===== config.mk =====
export PLATFORM = sky130hd
export DESIGN_NAME = pp_ext_ctrl
export DESIGN_NICKNAME = d
export VERILOG_FILES = /design/src/verilog/pp_pkg.sv /design/src/verilog/pp_evt_if.sv /design/src/verilog/pp_evt.sv /design/src/verilog/pp_ext_ctrl.sv
export VERILOG_INCLUDE_DIRS = /design/src /design/src/verilog
export SDC_FILE = /design/constraint.sdc
export NUM_CORES = 1
export LEC_CHECK = 0
export ABC_AREA = 1
export BUFFER_PORTS_ARGS = -buffer_cell sky130_fd_sc_hd__buf_2
export CORE_MARGIN = 1.5
export CORE_UTILIZATION = 46
export DETAILED_ROUTE_END_ITERATION = 7
export PLACE_DENSITY = 0.75
export REMOVE_ABC_BUFFERS = 1
export SLEW_MARGIN = 40
export SYNTH_ARGS = -nofsm -noshare
export SYNTH_HDL_FRONTEND = slang
export SYNTH_HIERARCHICAL = 1
export SYNTH_SLANG_ARGS = --single-unit

===== constraint.sdc =====
create_clock -name aclk -period 4.65 [get_ports aclk]
set_input_delay 0.2325 -clock aclk [delete_from_list [all_inputs] [get_ports aclk]]
set_output_delay 0.2325 -clock aclk [all_outputs]
set_load 0.05 [all_outputs]

===== src/verilog/pp_map.svh =====
// Purpose: Address map, field positions, codes and reset values of the extended control block.
// Assumes: Byte addresses on a 32-bit AXI4-Lite bus, one aligned word per register.
// Notes:   Definitions only; included by the event unit, the top module and the bench.
`ifndef PP_MAP_SVH
`define PP_MAP_SVH

// Register indices and their byte addresses (index times four).
`define PP_IDX_ECR      16'h0002
`define PP_IDX_LEVEL    16'h0004
`define PP_IDX_STATUS   16'h0005
`define PP_IDX_MASK     16'h0006
`define PP_IDX_CFGA     16'h0400
`define PP_IDX_CFGB     16'h0401
`define PP_ADDR_W       16

// Extended control fields.
`define PP_ECR_MODE_HI  7
`define PP_ECR_MODE_LO  5
`define PP_ECR_FDIS     4
`define PP_ECR_DMA_REQUEST_ENABLE    3
`define PP_ECR_SVC      2
`define PP_ECR_FULL     1
`define PP_ECR_EMPTY    0

// Mode codes.
`define PP_MODE_SPP     3'h0
`define PP_MODE_PS2     3'h1
`define PP_MODE_FIFO    3'h2
`define PP_MODE_ECP     3'h3
`define PP_MODE_EPP     3'h4
`define PP_MODE_TEST    3'h6
`define PP_MODE_CFG     3'h7

// Level register fields.
`define PP_LVL_WR_LO    0
`define PP_LVL_RD_LO    8

// Interrupt status and mask bit positions.
`define PP_INT_FAULT    0
`define PP_INT_SVC      1
`define PP_INT_N        2

// Reset values.
`define PP_RST_MODE     3'h0
`define PP_RST_SVC      1'b1
`define PP_RST_LEVEL    8'h08
`define PP_RST_CFG      8'h00

// AXI responses.
`define PP_RESP_OKAY    2'h0
`define PP_RESP_SLVERR  2'h2

`endif


===== src/verilog/pp_pkg.sv =====
// Purpose: Types shared by the extended control block and its event unit.
// Assumes: Constants come from pp_map.svh.
// Notes:   Nothing here is imported; users write pp_pkg::name.
package pp_pkg;

   // Register selected by one bus address.
   typedef enum logic [2:0] {
      PP_SEL_NONE,
      PP_SEL_ECR,
      PP_SEL_LEVEL,
      PP_SEL_STATUS,
      PP_SEL_MASK,
      PP_SEL_CFGA,
      PP_SEL_CFGB
   } pp_sel_e;

   typedef logic [2:0] pp_mode_t;

   // Whole state of the top module.
   typedef struct packed {
      logic        aw_got;
      logic [15:0] aw_addr;
      logic        w_got;
      logic [31:0] w_data;
      logic [3:0]  w_strb;
      logic        awready;
      logic        wready;
      logic        bvalid;
      logic [1:0]  bresp;
      logic        arready;
      logic        rvalid;
      logic [1:0]  rresp;
      logic [31:0] rdata;
      pp_mode_t    mode;
      logic        fault_dis;
      logic        dma_en;
      logic        svc_mask;
      logic [7:0]  write_level;
      logic [7:0]  read_level;
      logic [1:0]  int_status;
      logic [1:0]  int_mask;
      logic        irq;
      logic [7:0]  cfg_a;
      logic [7:0]  cfg_b;
      logic        dma_request;
      logic        port_tx_en;
      logic        fifo_clear;
   } pp_ctl_s;

   // Whole state of the event unit.
   typedef struct packed {
      logic fault_prev;
   } pp_evt_s;

endpackage


===== src/verilog/pp_evt_if.sv =====
// Purpose: Carries control bits to the event unit and its events back.
// Assumes: One clock domain.
// Notes:   The top module drives ctl, the event unit drives evt.
`timescale 1ns/10ps
interface pp_evt_if;
   pp_pkg::pp_mode_t mode;
   logic             fault_dis;
   logic             dma_en;
   logic             svc_mask;
   logic             direction;
   logic [7:0]       write_level;
   logic [7:0]       read_level;
   logic [7:0]       free_cnt;
   logic [7:0]       valid_cnt;
   logic             dma_active;
   logic             dma_tc;
   logic             fault_n;
   logic             fault_event;
   logic             service_event;

   modport ctl (output mode, fault_dis, dma_en, svc_mask, direction, write_level, read_level,
                output free_cnt, valid_cnt, dma_active, dma_tc, fault_n,
                input fault_event, service_event);
   modport evt (input mode, fault_dis, dma_en, svc_mask, direction, write_level, read_level,
                input free_cnt, valid_cnt, dma_active, dma_tc, fault_n,
                output fault_event, service_event);
endinterface


===== src/verilog/pp_evt.sv =====
// Purpose: Detects the fault edge and the three service conditions.
// Assumes: Peripheral fault input is synchronous to aclk.
// Notes:   Events are single-cycle pulses towards the top module.
`timescale 1ns/10ps
`include "pp_map.svh"
module pp_evt (
   // Clock and reset.
   input wire logic aclk,
   input wire logic aresetn,
   // Link to the top module.
   pp_evt_if.evt    ev
);

   pp_pkg::pp_evt_s ev_r;
   pp_pkg::pp_evt_s ev_nxt;
   logic            level_hit;

   // Fault history; idle high so release from reset gives no false edge.
   always_comb begin
      ev_nxt = ev_r;
      ev_nxt.fault_prev = ev.fault_n;
   end

   always_ff @(posedge aclk) begin
      if (!aresetn) begin
         ev_r.fault_prev <= 1'b1;
      end else begin
         ev_r <= ev_nxt;
      end
   end

   // Falling edge only counts in ECP mode with the disable bit clear.
   assign ev.fault_event = ev_r.fault_prev & ~ev.fault_n & ~ev.fault_dis
                           & (ev.mode == `PP_MODE_ECP);

   // Threshold compare depends on direction: free room forward, waiting data reverse.
   assign level_hit = ev.direction ? (ev.valid_cnt >= ev.read_level)
                                   : (ev.free_cnt >= ev.write_level);

   // A set mask blocks every service event, so it fires only once per re-enable.
   assign ev.service_event = ~ev.svc_mask
                             & (ev.dma_en ? (ev.dma_active & ev.dma_tc)
                                          : level_hit);

endmodule


===== src/verilog/pp_ext_ctrl.sv =====
// Purpose: Extended control register of a FIFO parallel port, with interrupts, on AXI4-Lite.
// Assumes: All inputs synchronous to aclk; FIFO counts and DMA status come from outside.
// Notes:   Configuration registers only answer while the mode field is configuration mode.
//
// Contract
// - Three-bit read/write mode field in bits 7..5 selects the port mode.
// - Test mode lets the FIFO be written and read but never transmitted.
// - Configuration mode maps config_reg_a and config_reg_b at 0x400 and 0x401.
// - With fault_intr_disable low, each falling fault edge raises an interrupt; the code counts such edges only while the mode field is ECP mode.
// - With fault_intr_disable high, fault edges raise no interrupt.
// - A serviced condition with service_interrupt_mask low sets that bit by hardware.
// - DMA enabled and running: terminal count sets service_interrupt_mask.
// - DMA off, forward: free bytes at or above write_level sets the mask.
// - DMA off, reverse: valid bytes at or above read_level sets the mask.
// - While service_interrupt_mask is high, DMA requests and service interrupts stay off.
//
// The placing of the registers and the AXI4-Lite register port were left to the implementer.
`timescale 1ns/10ps
`include "pp_map.svh"
module pp_ext_ctrl (
   // Clock and reset.
   input  wire logic                  aclk,
   input  wire logic                  aresetn,
   // AXI4-Lite write address channel.
   input  wire logic [`PP_ADDR_W-1:0] s_axi_awaddr,
   input  wire logic                  s_axi_awvalid,
   output logic                       s_axi_awready,
   // AXI4-Lite write data channel.
   input  wire logic [31:0]           s_axi_wdata,
   input  wire logic [3:0]            s_axi_wstrb,
   input  wire logic                  s_axi_wvalid,
   output logic                       s_axi_wready,
   // AXI4-Lite write response channel.
   output logic [1:0]                 s_axi_bresp,
   output logic                       s_axi_bvalid,
   input  wire logic                  s_axi_bready,
   // AXI4-Lite read address channel.
   input  wire logic [`PP_ADDR_W-1:0] s_axi_araddr,
   input  wire logic                  s_axi_arvalid,
   output logic                       s_axi_arready,
   // AXI4-Lite read data channel.
   output logic [31:0]                s_axi_rdata,
   output logic [1:0]                 s_axi_rresp,
   output logic                       s_axi_rvalid,
   input  wire logic                  s_axi_rready,
   // Port and FIFO status.
   input  wire logic                  peripheral_fault_n,
   input  wire logic                  port_direction,
   input  wire logic [7:0]            fifo_free_count,
   input  wire logic [7:0]            fifo_valid_count,
   input  wire logic                  fifo_full,
   input  wire logic                  fifo_empty,
   input  wire logic                  fifo_dma_need,
   // DMA controller status.
   input  wire logic                  dma_active,
   input  wire logic                  dma_terminal_count,
   // Control outputs.
   output logic [2:0]                 port_mode,
   output logic                       port_tx_enable,
   output logic                       fifo_clear,
   output logic                       dma_request,
   output logic [7:0]                 config_reg_a,
   output logic [7:0]                 config_reg_b,
   // Interrupt.
   output logic                       irq
);

   ////////////////////////////////////////////////////////////////////////////////////////////////
   // State, reset value and decode.

   localparam pp_pkg::pp_ctl_s PP_CTL_RST = '{
      awready     : 1'b1,
      wready      : 1'b1,
      arready     : 1'b1,
      mode        : `PP_RST_MODE,
      svc_mask    : `PP_RST_SVC,
      write_level : `PP_RST_LEVEL,
      read_level  : `PP_RST_LEVEL,
      cfg_a       : `PP_RST_CFG,
      cfg_b       : `PP_RST_CFG,
      fifo_clear  : 1'b1,
      default     : '0
   };

   pp_pkg::pp_ctl_s st_r;
   pp_pkg::pp_ctl_s st_nxt;
   pp_evt_if        evl ();

   // Map a byte address to a register; configuration words exist only in configuration mode.
   function automatic pp_pkg::pp_sel_e pp_decode(input logic [`PP_ADDR_W-1:0] addr,
                                                 input pp_pkg::pp_mode_t      mode);
      pp_pkg::pp_sel_e sel;
      sel = pp_pkg::PP_SEL_NONE;
      if (addr[1:0] == 2'h0) begin
         case ({2'h0, addr[`PP_ADDR_W-1:2]})
            `PP_IDX_ECR:    sel = pp_pkg::PP_SEL_ECR;
            `PP_IDX_LEVEL:  sel = pp_pkg::PP_SEL_LEVEL;
            `PP_IDX_STATUS: sel = pp_pkg::PP_SEL_STATUS;
            `PP_IDX_MASK:   sel = pp_pkg::PP_SEL_MASK;
            `PP_IDX_CFGA:   sel = (mode == `PP_MODE_CFG) ? pp_pkg::PP_SEL_CFGA : pp_pkg::PP_SEL_NONE;
            `PP_IDX_CFGB:   sel = (mode == `PP_MODE_CFG) ? pp_pkg::PP_SEL_CFGB : pp_pkg::PP_SEL_NONE;
            default:        sel = pp_pkg::PP_SEL_NONE;
         endcase
      end
      return sel;
   endfunction

   // Assemble the extended control byte; the two low bits are live FIFO flags.
   function automatic logic [7:0] pp_ecr_byte(input pp_pkg::pp_ctl_s s,
                                              input logic            full,
                                              input logic            empty);
      logic [7:0] b;
      b = 8'h00;
      b[`PP_ECR_MODE_HI:`PP_ECR_MODE_LO] = s.mode;
      b[`PP_ECR_FDIS]  = s.fault_dis;
      b[`PP_ECR_DMA_REQUEST_ENABLE] = s.dma_en;
      b[`PP_ECR_SVC]   = s.svc_mask;
      b[`PP_ECR_FULL]  = full;
      b[`PP_ECR_EMPTY] = empty;
      return b;
   endfunction

   ////////////////////////////////////////////////////////////////////////////////////////////////
   // Event unit.

   // Control bits go out from the registers, so events see the value software last wrote.
   assign evl.mode        = st_r.mode;
   assign evl.fault_dis   = st_r.fault_dis;
   assign evl.dma_en      = st_r.dma_en;
   assign evl.svc_mask    = st_r.svc_mask;
   assign evl.direction   = port_direction;
   assign evl.write_level = st_r.write_level;
   assign evl.read_level  = st_r.read_level;
   assign evl.free_cnt    = fifo_free_count;
   assign evl.valid_cnt   = fifo_valid_count;
   assign evl.dma_active  = dma_active;
   assign evl.dma_tc      = dma_terminal_count;
   assign evl.fault_n     = peripheral_fault_n;

   pp_evt u_evt (
      .aclk    (aclk),
      .aresetn (aresetn),
      .ev      (evl.evt)
   );

   ////////////////////////////////////////////////////////////////////////////////////////////////
   // Next state.

   // One write and one read are handled at a time; the write commits once both halves are in.
   always_comb begin
      pp_pkg::pp_sel_e wsel;
      pp_pkg::pp_sel_e rsel;
      logic            wdo;
      logic [1:0]      events;
      logic [1:0]      w1c;
      logic [31:0]     rd;
      wsel   = pp_pkg::PP_SEL_NONE;
      rsel   = pp_pkg::PP_SEL_NONE;
      wdo    = 1'b0;
      events = 2'h0;
      w1c    = 2'h0;
      rd     = 32'h0000_0000;
      st_nxt = st_r;

      // Response channels drop once the master has taken them.
      if (st_r.bvalid && s_axi_bready) begin
         st_nxt.bvalid = 1'b0;
      end
      if (st_r.rvalid && s_axi_rready) begin
         st_nxt.rvalid = 1'b0;
      end

      // Capture address and data in either order.
      if (s_axi_awvalid && st_r.awready) begin
         st_nxt.aw_got  = 1'b1;
         st_nxt.aw_addr = s_axi_awaddr;
      end
      if (s_axi_wvalid && st_r.wready) begin
         st_nxt.w_got  = 1'b1;
         st_nxt.w_data = s_axi_wdata;
         st_nxt.w_strb = s_axi_wstrb;
      end

      // Commit a complete write only when no earlier response is still waiting.
      if (st_r.aw_got && st_r.w_got && !st_r.bvalid) begin
         wdo           = 1'b1;
         wsel          = pp_decode(st_r.aw_addr, st_r.mode);
         st_nxt.aw_got = 1'b0;
         st_nxt.w_got  = 1'b0;
         st_nxt.bvalid = 1'b1;
         st_nxt.bresp  = (wsel == pp_pkg::PP_SEL_NONE) ? `PP_RESP_SLVERR : `PP_RESP_OKAY;
      end

      // Register writes; byte lane 0 holds every 8-bit register except the read threshold.
      if (wdo && st_r.w_strb[0]) begin
         case (wsel)
            pp_pkg::PP_SEL_ECR: begin
               st_nxt.mode      = st_r.w_data[`PP_ECR_MODE_HI:`PP_ECR_MODE_LO];
               st_nxt.fault_dis = st_r.w_data[`PP_ECR_FDIS];
               st_nxt.dma_en    = st_r.w_data[`PP_ECR_DMA_REQUEST_ENABLE];
               st_nxt.svc_mask  = st_r.w_data[`PP_ECR_SVC];
            end
            pp_pkg::PP_SEL_LEVEL: begin
               st_nxt.write_level = st_r.w_data[`PP_LVL_WR_LO+:8];
            end
            pp_pkg::PP_SEL_STATUS: begin
               w1c = st_r.w_data[`PP_INT_N-1:0];
            end
            pp_pkg::PP_SEL_MASK: begin
               st_nxt.int_mask = st_r.w_data[`PP_INT_N-1:0];
            end
            pp_pkg::PP_SEL_CFGA: begin
               st_nxt.cfg_a = st_r.w_data[7:0];
            end
            pp_pkg::PP_SEL_CFGB: begin
               st_nxt.cfg_b = st_r.w_data[7:0];
            end
            default: begin
            end
         endcase
      end
      // The read threshold sits in lane 1.
      if (wdo && st_r.w_strb[1] && (wsel == pp_pkg::PP_SEL_LEVEL)) begin
         st_nxt.read_level = st_r.w_data[`PP_LVL_RD_LO+:8];
      end

      // Hardware set of the service mask wins over a software clear in the same cycle.
      if (evl.service_event) begin
         st_nxt.svc_mask = 1'b1;
      end

      // Sticky status: events win over write-one-to-clear.
      events[`PP_INT_FAULT] = evl.fault_event;
      events[`PP_INT_SVC]   = evl.service_event;
      for (int i = 0; i < `PP_INT_N; i++) begin
         st_nxt.int_status[i] = events[i] | (st_r.int_status[i] & ~w1c[i]);
      end

      // Reads answer from the present register values.
      if (s_axi_arvalid && st_r.arready) begin
         rsel = pp_decode(s_axi_araddr, st_r.mode);
         case (rsel)
            pp_pkg::PP_SEL_ECR:    rd[7:0] = pp_ecr_byte(st_r, fifo_full, fifo_empty);
            pp_pkg::PP_SEL_LEVEL:  rd[15:0] = {st_r.read_level, st_r.write_level};
            pp_pkg::PP_SEL_STATUS: rd[`PP_INT_N-1:0] = st_r.int_status;
            pp_pkg::PP_SEL_MASK:   rd[`PP_INT_N-1:0] = st_r.int_mask;
            pp_pkg::PP_SEL_CFGA:   rd[7:0] = st_r.cfg_a;
            pp_pkg::PP_SEL_CFGB:   rd[7:0] = st_r.cfg_b;
            default:               rd = 32'h0000_0000;
         endcase
         st_nxt.rvalid = 1'b1;
         st_nxt.rdata  = rd;
         st_nxt.rresp  = (rsel == pp_pkg::PP_SEL_NONE) ? `PP_RESP_SLVERR : `PP_RESP_OKAY;
      end

      // Ready flags are registered; each channel pauses while its item or answer is pending.
      st_nxt.awready = !st_nxt.aw_got && !st_nxt.bvalid;
      st_nxt.wready  = !st_nxt.w_got && !st_nxt.bvalid;
      st_nxt.arready = !st_nxt.rvalid;

      // Port outputs follow the next mode so they change together with the field.
      st_nxt.port_tx_en = (st_nxt.mode == `PP_MODE_FIFO) || (st_nxt.mode == `PP_MODE_ECP);
      st_nxt.fifo_clear = (st_nxt.mode == `PP_MODE_SPP);

      // Requests need the enable bit, a clear mask and a FIFO mode; test mode drains by software.
      st_nxt.dma_request = st_nxt.dma_en
                           & ~st_nxt.svc_mask
                           & fifo_dma_need
                           & st_nxt.port_tx_en;

      // One level output built from the next status, so it rises with the status bit.
      st_nxt.irq = |(st_nxt.int_status & st_nxt.int_mask);
   end

   ////////////////////////////////////////////////////////////////////////////////////////////////
   // State register.

   always_ff @(posedge aclk) begin
      if (!aresetn) begin
         st_r <= PP_CTL_RST;
      end else begin
         st_r <= st_nxt;
      end
   end

   ////////////////////////////////////////////////////////////////////////////////////////////////
   // Outputs, all straight from the state register.

   assign s_axi_awready  = st_r.awready;
   assign s_axi_wready   = st_r.wready;
   assign s_axi_bvalid   = st_r.bvalid;
   assign s_axi_bresp    = st_r.bresp;
   assign s_axi_arready  = st_r.arready;
   assign s_axi_rvalid   = st_r.rvalid;
   assign s_axi_rresp    = st_r.rresp;
   assign s_axi_rdata    = st_r.rdata;
   assign port_mode      = st_r.mode;
   assign port_tx_enable = st_r.port_tx_en;
   assign fifo_clear     = st_r.fifo_clear;
   assign dma_request    = st_r.dma_request;
   assign config_reg_a   = st_r.cfg_a;
   assign config_reg_b   = st_r.cfg_b;
   assign irq            = st_r.irq;

endmodule


Word level (Yosys, flattened, before mapping)
Index checks and enable logic that the tools add are counted.

cells by class
  reductions and logical operators = 28
  bitwise logic cells = 19
  multiplexer cells = 33
  eq/ne operators = 28
  magnitude comparators = 2

operator list
  operator                number
  $eq A14 B3 Y1 const B   6
  $eq A14 B11 Y1 const B  4
  $mux W37                1
  $pmux W3 S6             2
  $mux W35                1
  $eq A14 B2 Y1 const B   2
  $mux W3                 8
  $pmux W6 S4             1
  $eq A3 B2 Y1 const B    7
  $eq A3 B3 Y1 const B    7
  $mux W17                1
  $ge A8 B8 Y1            2
  $mux W8                 2
  $mux W14                1
  $logic_and A1 B1 Y1     12
  $mux W2                 6
  $pmux W2 S6             1
  $and A1 B1 Y1           10
  $logic_not A3 Y1        3
  $mux W1                 8
  $reduce_and A2 Y1       4
  $eq A3 B1 Y1 const B    2
  $mux W6                 1
  $not A1 Y1              6
  6 further kinds         12

storage, ports and cells
  input port bits = 98
  output and inout port bits = 64
  register bits = 126
  word-level logic and storage cells = 138

Longest topological paths before layout
Gate-level depths: netlist of the first run.

  depth after elaboration = 14
  depth in mapped cells = 17
  gate-level depth less buffers = 17

Hierarchy
Netlist of the first run, hierarchy kept.

by module, submodules not included
  module       area an instance (µm²)  seq. area each (µm²)  times used  cells each
  pp_ext_ctrl  5132.4                  2102.0                1           735
  pp_evt       490.5                   20.0                  1           83

Worst setup path before layout of the first run
OpenSTA, ideal clock, no wires.

  path kind = flip-flop to flip-flop
  from = reg st_r, in the netlist s_axi_bvalid
  to = reg st_r, in the netlist fifo_clear
  path slack = 2.576 ns
  clock period less this slack = 2.074 ns
  arrival = 2.013 ns
  cell stages (with the launch flop) = 11
  path buffers = 1
  setup time = 0.061 ns
  required time = 4.589 ns
  path through = dfxtp_1 inv_1 nand3_4 nor2_1 nand2_1 nor2_4 nand2_2 buf_6 o21ai_0 nand3_1 nand2_1

on the way
  word-level cells in the longest chain between the ends = 7
  elaborated cells on any way between the ends = 9
  classes of those cells = 1 x eq/ne; 4 x mux; 4 x reduce/logical

RTL lines
  element                                line                source
  start: declaration                     pp_ext_ctrl.sv:85   pp_pkg::pp_ctl_s st_r;
  start signal: assignment               pp_ext_ctrl.sv:282  st_r <= st_nxt;
  $logic_not A1 Y1 (*)                   pp_ext_ctrl.sv:185  if (st_r.aw_got && st_r.w_got && !st_r.bvalid) begin
  $logic_and A1 B1 Y1 (*)                pp_ext_ctrl.sv:185
  $mux W3                                pp_ext_ctrl.sv:185
  $eq A3 B1 Y1                           pp_ext_ctrl.sv:196  case (wsel)
  $mux W6                                pp_ext_ctrl.sv:196
  $mux W14 (*)                           pp_ext_ctrl.sv:195  if (wdo && st_r.w_strb[0]) begin
  $logic_not A3 Y1 (no source line) (*)  -

Every way passes the cells marked *; elsewhere a longest branch is shown, timed or not.
A chain may end at the register's enable or synchronous reset.

Final worst setup path of the first run
  from = reg st_r, in the netlist port_mode[0]
  to = reg st_r, in the netlist s_axi_rdata[3]

on the way
  word-level cells in the longest chain between the ends = 7
  elaborated cells on any way between the ends = 11
  classes of those cells = 5 x eq/ne; 6 x mux

RTL lines
  element                               line                                    source
  $eq A3 B3 Y1 (no source line) (*)     -
  $mux W3, on equally long branches     pp_ext_ctrl.sv:100, pp_ext_ctrl.sv:101
  $pmux W3 S6 (*)                       pp_ext_ctrl.sv:95                       case ({2'h0, addr[`PP_ADDR_W-1:2]})
  $mux W3 (*)                           pp_ext_ctrl.sv:94                       if (addr[1:0] == 2'h0) begin
  $mux W3 (*)                           pp_ext_ctrl.sv:240                      if (s_axi_arvalid && st_r.arready) begin
  $eq A3 B3 Y1 (tied with other cells)  pp_ext_ctrl.sv:242                      case (rsel)
  $pmux W6 S4 (*)                       pp_ext_ctrl.sv:242

Every way passes the cells marked *; elsewhere a longest branch is shown, timed or not. The select of a mux whose other input is x is not followed.

==> results of run 1 <==
==> sequential cells by signal, indices dropped and copies added, names as in the netlist, 3 cells and up <==
signal           count
config_reg_a         8
config_reg_b         8
evl.read_level       8
evl.write_level      8
port_mode            3
s_axi_rdata         16
st_r                40
==> per-stage QoR <==
step                      utilization [%]  worst slack [ns]  cells  hold slack, ns
final                                52.7              2.17   1046          0.0895
after floorplan                         -              2.32    756           0.301
after global routing                 52.7              1.79   1046           0.104
after detailed placement             49.9              2.18   1030           0.426
after CTS                            52.7              2.16   1046          0.0771
after global placement               49.9              2.20   1030           0.420
==> area by class of cell <==
| type | instances | area [um2] | area share, % |
|---|---|---|---|
| Clock buffer | 11 | 243 | 3.85 |
| Timing Repair Buffer | 127 | 641 | 10.2 |
| Inverter | 122 | 458 | 7.26 |
| Clock inverter | 5 | 85.1 | 1.35 |
| Tap cell | 147 | 184 | 2.92 |
| Sequential cell | 106 | 2120 | 33.7 |
| Multi-Input combinational cell | 528 | 2570 | 40.8 |
==> per-layer routing <==
metal / wire length (um) / track usage (%) / up-vias
met3: 511 / 2.50 / 14
met4: 255 / 7.42 / 0
met2: 5420 / 30.3 / 119
met1: 5950 / 26.0 / 2160
li1: - / - / 2653
met5: 0 / 0 / -
==> placed cells by master, fill, tap and decap left out <==
master,n
nand3b_1,2
o211ai_2,1
nor2_1,122
nand3_4,3
dfxtp_1,106
o21ai_1,23
clkinv_1,2
clkinvlp_4,1
clkinv_4,1
buf_2,125
o21ai_0,64
clkbuf_8,1
inv_1,117
conb_1,18
a21oi_2,1
nor3_4,2
nand2_1,141
clkbuf_16,9
inv_6,1
buf_4,2
nor3_1,3
clkbuf_1,1
bufinv_16,2
nor2_4,2
o21bai_1,1
nor2_2,4
nand3b_4,1
nand3_2,3
nand4_1,8
a21oi_1,51
nor3b_4,1
nand2_2,7
nand3_1,52
inv_2,3
ha_1,16
or2_2,2
==> cells by family (layout without fill, tap and decap cells) <==
group,after synthesis,in the layout,share of synthesized area (%)
other,1,18,0.0667
buffers and inverters,201,265,17.7
adders and majority gates,16,16,3.56
AOI/OAI and AO/OA,141,141,12.8
DFF,106,106,37.7
and+or+nand+nor,353,353,28.1
==> power by group <==
part           total [mW]  leakage [nW]  switching, mW  internal (mW)
Sequential          0.971         0.864         0.0271          0.944
Clock               0.825         0.156          0.335          0.490
Combinational       0.240          2.03          0.168         0.0727
==> worst min-delay path: cells and delay by family <==
family / cells / cell delay (ns)
buf+inv: 2 / 0.12
simple gates: 1 / 0.05
==> worst max-delay path by stage <==
| stage | from | end | slack, ns | depth (start not counted) |
|---|---|---|---|---|
| 2_1_floorplan | port_mode[0] | s_axi_rdata[3] | 2.32 | 12 |
| 3_3_place_gp | port_mode[1] | s_axi_rdata[3] | 2.20 | 12 |
| 3_5_place_dp | port_mode[1] | s_axi_rdata[3] | 2.18 | 12 |
| 4_1_cts | port_mode[0] | s_axi_rdata[3] | 2.16 | 12 |
| 5_1_grt | port_mode[1] | s_axi_rdata[3] | 1.79 | 12 |
| 6_report | port_mode[0] | s_axi_rdata[3] | 2.17 | 12 |
==> run_results.csv, run 1 <==
group,metric,value,unit
run_status,status,"completed",
power_and_ir_drop,p_total,2.04,mW
sta,final.min_clock_period,2.48,ns
routing,drc_errors,0,
routing,ant_nets,0,
cts,cts_buffers,9,
power_and_ir_drop,cellLeakagePower,3.05,nW
sta,setup_tns,0,ns
sta,hold_viol,0,
worst_setup_path,path_buf_inv,2,
floorplanning,core,12000,um2
place,hpwl,8990,um
logic_synthesis,synth_common_cells,"nand2_1 (142), nor2_1 (122), inv_1 (117)",
floorplanning,dieWidth,114,um
sta,finalClockSkew,0.00878,ns
place,place_congestion,0.815,
floorplanning,rows,40,
cts,clock-sinks,106,
worst_setup_path,cp_data_required_time,4.93,ns
worst_setup_path,cp-start-kind,"flop",
logic_synthesis,synth_top_area_share,37.7,%
logic_synthesis,synth_warnings,6,
hold_path,whs_endpoint,"u_evt/ev_r",
logic_synthesis,synth.most_common_cell,"nand2_1",
cts,ctsHoldBuffers,0,
grt,grt_pass1_wl,19500,um
floorplanning,dieArea,12900,um2
grt,globalRouteTotalUtil,18.9,%
floorplanning,start_util,47.0,%
sta,slew_viol_final,0,
routing,via_per_inst,4.73,
routing,drt_iter0_drc,253,
logic_synthesis,avgSynthCellArea,6.87,um2
logic_synthesis,synthTopCellsByArea,"dfxtp_1 (38%), nand2_1 (9.5%), nor2_1 (8.1%), inv_1 (7.8%), buf_4 (7.3%)",
logic_synthesis,yosysSeqAreaShare,37.7,%
floorplanning,die_y,114,um
routing,detail_route.first_pass.iterations,5,
logic_synthesis,synth_cell_types,31,
cells_and_area,diodes,0,
cts,clk_latency,0.34,ns
sta,rsz0062_at_grt,"false",
cells_and_area,drive_above_1_share,19.1,%
place,io_buffers,125,
cts,clock_path_buffers,2,
logic_synthesis,synth_edf_count,0,
hold_path,min_path_type,"in2reg",
cells_and_area,area_delta_synth_final,12.1,%
flow_run,drv_cap,0,
sta,slew-limit-headroom,55.1,%
grt,grt_max_degree,71,
worst_setup_path,crit_top_cell,"nand2_1",
routing,wl,12100,um
cts,clockRootBuffer,"clkbuf_16",
worst_setup_path,r2r-start,"port_mode[0]",
routing,wire_per_inst,11.6,um
floorplanning,ios,162,
logic_synthesis,yosys.area.top_type,"dfxtp_1",
worst_setup_path,reg2regPathDepth,12,
logic_synthesis,synth_ff_type,"dfxtp_1",
cts,cts_tree,"done",
power_and_ir_drop,power_density,323,nW/um2
sta,post-route-period-util,53.4,%
cts,htree_levels,3,
sta,worst_pin_slew,0.672,ns
cts,cts_setup_buffers,0,
grt,antenna_found_initial,0,
sta,setup_viol,0,
power_and_ir_drop,vdd_drop_max,233,uV
sta,max_freq,0.403,GHz
worst_setup_path,max_stage_delay,0.42,ns
logic_synthesis,ys_seq_elements,106,
cts,postCtsResizedCells,0,
worst_setup_path,r2r_end,"s_axi_rdata[3]",
grt,grt_pass1_vias,4156,
worst_setup_path,crit_type,"reg2reg",
cells_and_area,final_nets,1008,
routing,vias,4946,
logic_synthesis,async_reset_ff_share,0,%
place,dpl-instance-area,5970,um2
worst_setup_path,path_cells,"inv_1 > nor3_4 > nand3_1 > nand3_1 > nand2_1 > nor2_2 > nand2_1 > clkinv_1 > nand2_1 > nand2_1 > o21ai_0 > a21oi_1",
cells_and_area,fillers,1248,
worst_setup_path,critPathCaptureType,"flop",
logic_synthesis,syn_area,5620,um2
logic_synthesis,syn_inst,818,
worst_setup_path,worstPathArrival,2.76,ns
grt,grt.overflow.total,0,
worst_setup_path,crit_family,"simple AND/OR/NAND/NOR gates",
cells_and_area,stdcell_area,6300,um2
hold_path,min_from,"peripheral_fault_n",
cts,path_clk_slew,0.07,ns
worst_setup_path,slowest_stage,"nor2_2",
hold_path,worstHoldPathCells,3,
worst_setup_path,path_max_fanout,13,
worst_setup_path,r2r_slack,2.17,ns
No activity file was read; power rests on OpenSTA's default activity.
==> run 2: changes to the inputs <==
- clock period: 4.65 -> 2.41 ns (I/O delays scaled with it)
==> run_results.csv, run 2 (same netlist as run 1, synthesis figures left out) <==
group,metric,value,unit
sta,hold_viol,0,
floorplanning,core,12000,um2
cts,cts_tree,"done",
place,place_congestion,0.884,
grt,top_usage_layer,"met2",
place,io_buffers,125,
floorplanning,dieArea,12900,um2
power_and_ir_drop,vdd_drop_max,401,uV
place,dpl-instance-area,6070,um2
hold_path,whs_endpoint,"st_r[101]",
worst_setup_path,cp_data_required_time,2.68,ns
worst_setup_path,worstPathArrival,2.44,ns
floorplanning,dieWidth,114,um
grt,globalRouteTotalUtil,20.6,%
cts,clockRootBuffer,"clkbuf_16",
worst_setup_path,reg2regPathDepth,12,
run_status,status,"completed",
flow_run,drv_cap,0,
worst_setup_path,r2r_slack,0.24,ns
cells_and_area,final_cell_mix,"nand2_1 (139), buf_2 (125), nor2_1 (118)",
hold_path,min_path_type,"in2reg",
cts,clock_path_buffers,2,
grt,grt_max_degree,39,
grt,grt_pass1_vias,4748,
grt,antenna_found_initial,0,
cells_and_area,largest_register,"st_r",
sta,setup_viol,0,
cts,htree_levels,3,
cts,clk_latency,0.34,ns
worst_setup_path,path_max_fanout,8,
cells_and_area,layout_commonest_cell,"nand2_1",
sta,post-route-period-util,90.2,%
cells_and_area,largest_register_ffs,40,
routing,drc_errors,0,
sta,final.min_clock_period,2.17,ns
grt,grt_use_met3,3.29,%
place,hpwl,9610,um
sta,slew_viol_final,0,
cts,clock-sinks,106,
routing,vias,5051,
sta,rsz0062_at_grt,"false",
worst_setup_path,r2r_end,"s_axi_rdata[12]",
power_and_ir_drop,power_density,584,nW/um2
power_and_ir_drop,cellLeakagePower,3.12,nW
sta,finalClockSkew,0.00755,ns
routing,wl,12600,um
cells_and_area,drive_above_1_share,21.7,%
cells_and_area,fillers,1210,
worst_setup_path,crit_type,"reg2reg",
grt,grt_util_met1,26.9,%
floorplanning,rows,40,
cells_and_area,diodes,0,
floorplanning,start_util,47.0,%
routing,detail_route.first_pass.iterations,7,
worst_setup_path,critPathCaptureType,"flop",
cts,cts_buffers,9,
routing,drt_iter0_drc,229,
floorplanning,die_y,114,um
worst_setup_path,cp-start-kind,"flop",
worst_setup_path,r2r-start,"port_mode[0]",
routing,via_per_inst,4.74,
cells_and_area,final_nets,1027,
grt,grt_pass1_wl,21300,um
grt,grt.overflow.total,0,
routing,ant_nets,0,
sta,max_freq,0.460,GHz
floorplanning,ios,162,
cells_and_area,area_delta_synth_final,14.3,%
cells_and_area,stdcell_area,6430,um2
hold_path,min_from,"s_axi_wdata[10]",
routing,wire_per_inst,11.9,um
cts,path_clk_slew,0.07,ns
hold_path,worstHoldPathCells,3,
grt,gr-usage-met2,34.0,%
worst_setup_path,crit_start,"port_mode[0]",
sta,setup_tns,0,ns
==> run 2: changes by cell type in the layout (fill, tap and decap cells not counted), sizes merged <==
cell / before / now
inv: 121 / 120
clkbuf: 11 / 12
dlygate4sd3: 0 / 1
buf: 127 / 145
bufinv: 2 / 0
clkinv: 3 / 5
==> run 2: through the flow <==
step | hold slack (ns) | setup WS (ns) | util (%) | std cells | power (mW)
after floorplan | 0.189 | 0.0767 | - | 756 | 2.22
after global placement | 0.343 | 0.168 | 50.8 | 1043 | 2.38
after detailed placement | 0.349 | 0.102 | 50.8 | 1043 | 2.39
after CTS | 0.0133 | 0.0923 | 53.2 | 1060 | 3.78
after global routing | 0.0364 | 0.00591 | 53.7 | 1065 | 3.93
final | 0.0209 | 0.237 | 53.7 | 1065 | 3.75
==> run 2: power by group <==
group | leakage, nW | switching, mW | internal [mW]
combinational | 2.12 | 0.330 | 0.151
clock | 0.139 | 0.641 | 0.756
sequential | 0.865 | 0.0511 | 1.82
==> run 2: critical path: stages, from the launching register on <==
cell and delay, ns:
dfxtp_1 0.39, inv_1 0.10, nor3_4 0.25, buf_4 0.18, nand3_1 0.10, nand3_1 0.14
nand2_1 0.12, nor2_4 0.22, nand2_2 0.12, clkinv_1 0.08, buf_4 0.16, nand3_1 0.07
a21oi_1 0.16
==> run 2: layer usage <==
layer / vias to the layer above / routed length (um)
met3: 21 / 625
li1: 2691 / -
met5: - / 0
met2: 122 / 5880
met1: 2217 / 5830
met4: 0 / 304
==> run 2: worst max-delay path by stage <==
stage                                 end  slack [ns]  depth (start not counted)
after floorplan            s_axi_rdata[3]        0.08                         12
after global placement    config_reg_a[7]        0.17                          9
after CTS                 config_reg_a[7]        0.09                          9
after detailed placement  config_reg_a[7]        0.10                          9
final                     s_axi_rdata[12]        0.24                         12
after global routing       s_axi_rdata[6]       0.006                         12
==> run 2: final cells by class <==
cell class,count,area (um2),area share [%]
Multi-Input combinational cell,528,2590,40.3
Clock inverter,4,26.3,0.409
Inverter,122,458,7.13
Clock buffer,12,256,3.99
Timing Repair Buffer,146,786,12.2
Tap cell,147,184,2.86
Sequential cell,106,2120,33.0
==> run 2: repair_timing <==
item | in CTS | in global routing
setup endpoints to repair | 0 | 45
hold endpoints to repair | 1 | 0
gates resized for setup | 0 | 11
buffers inserted | 0 | 5
hold buffers | 1 | 0
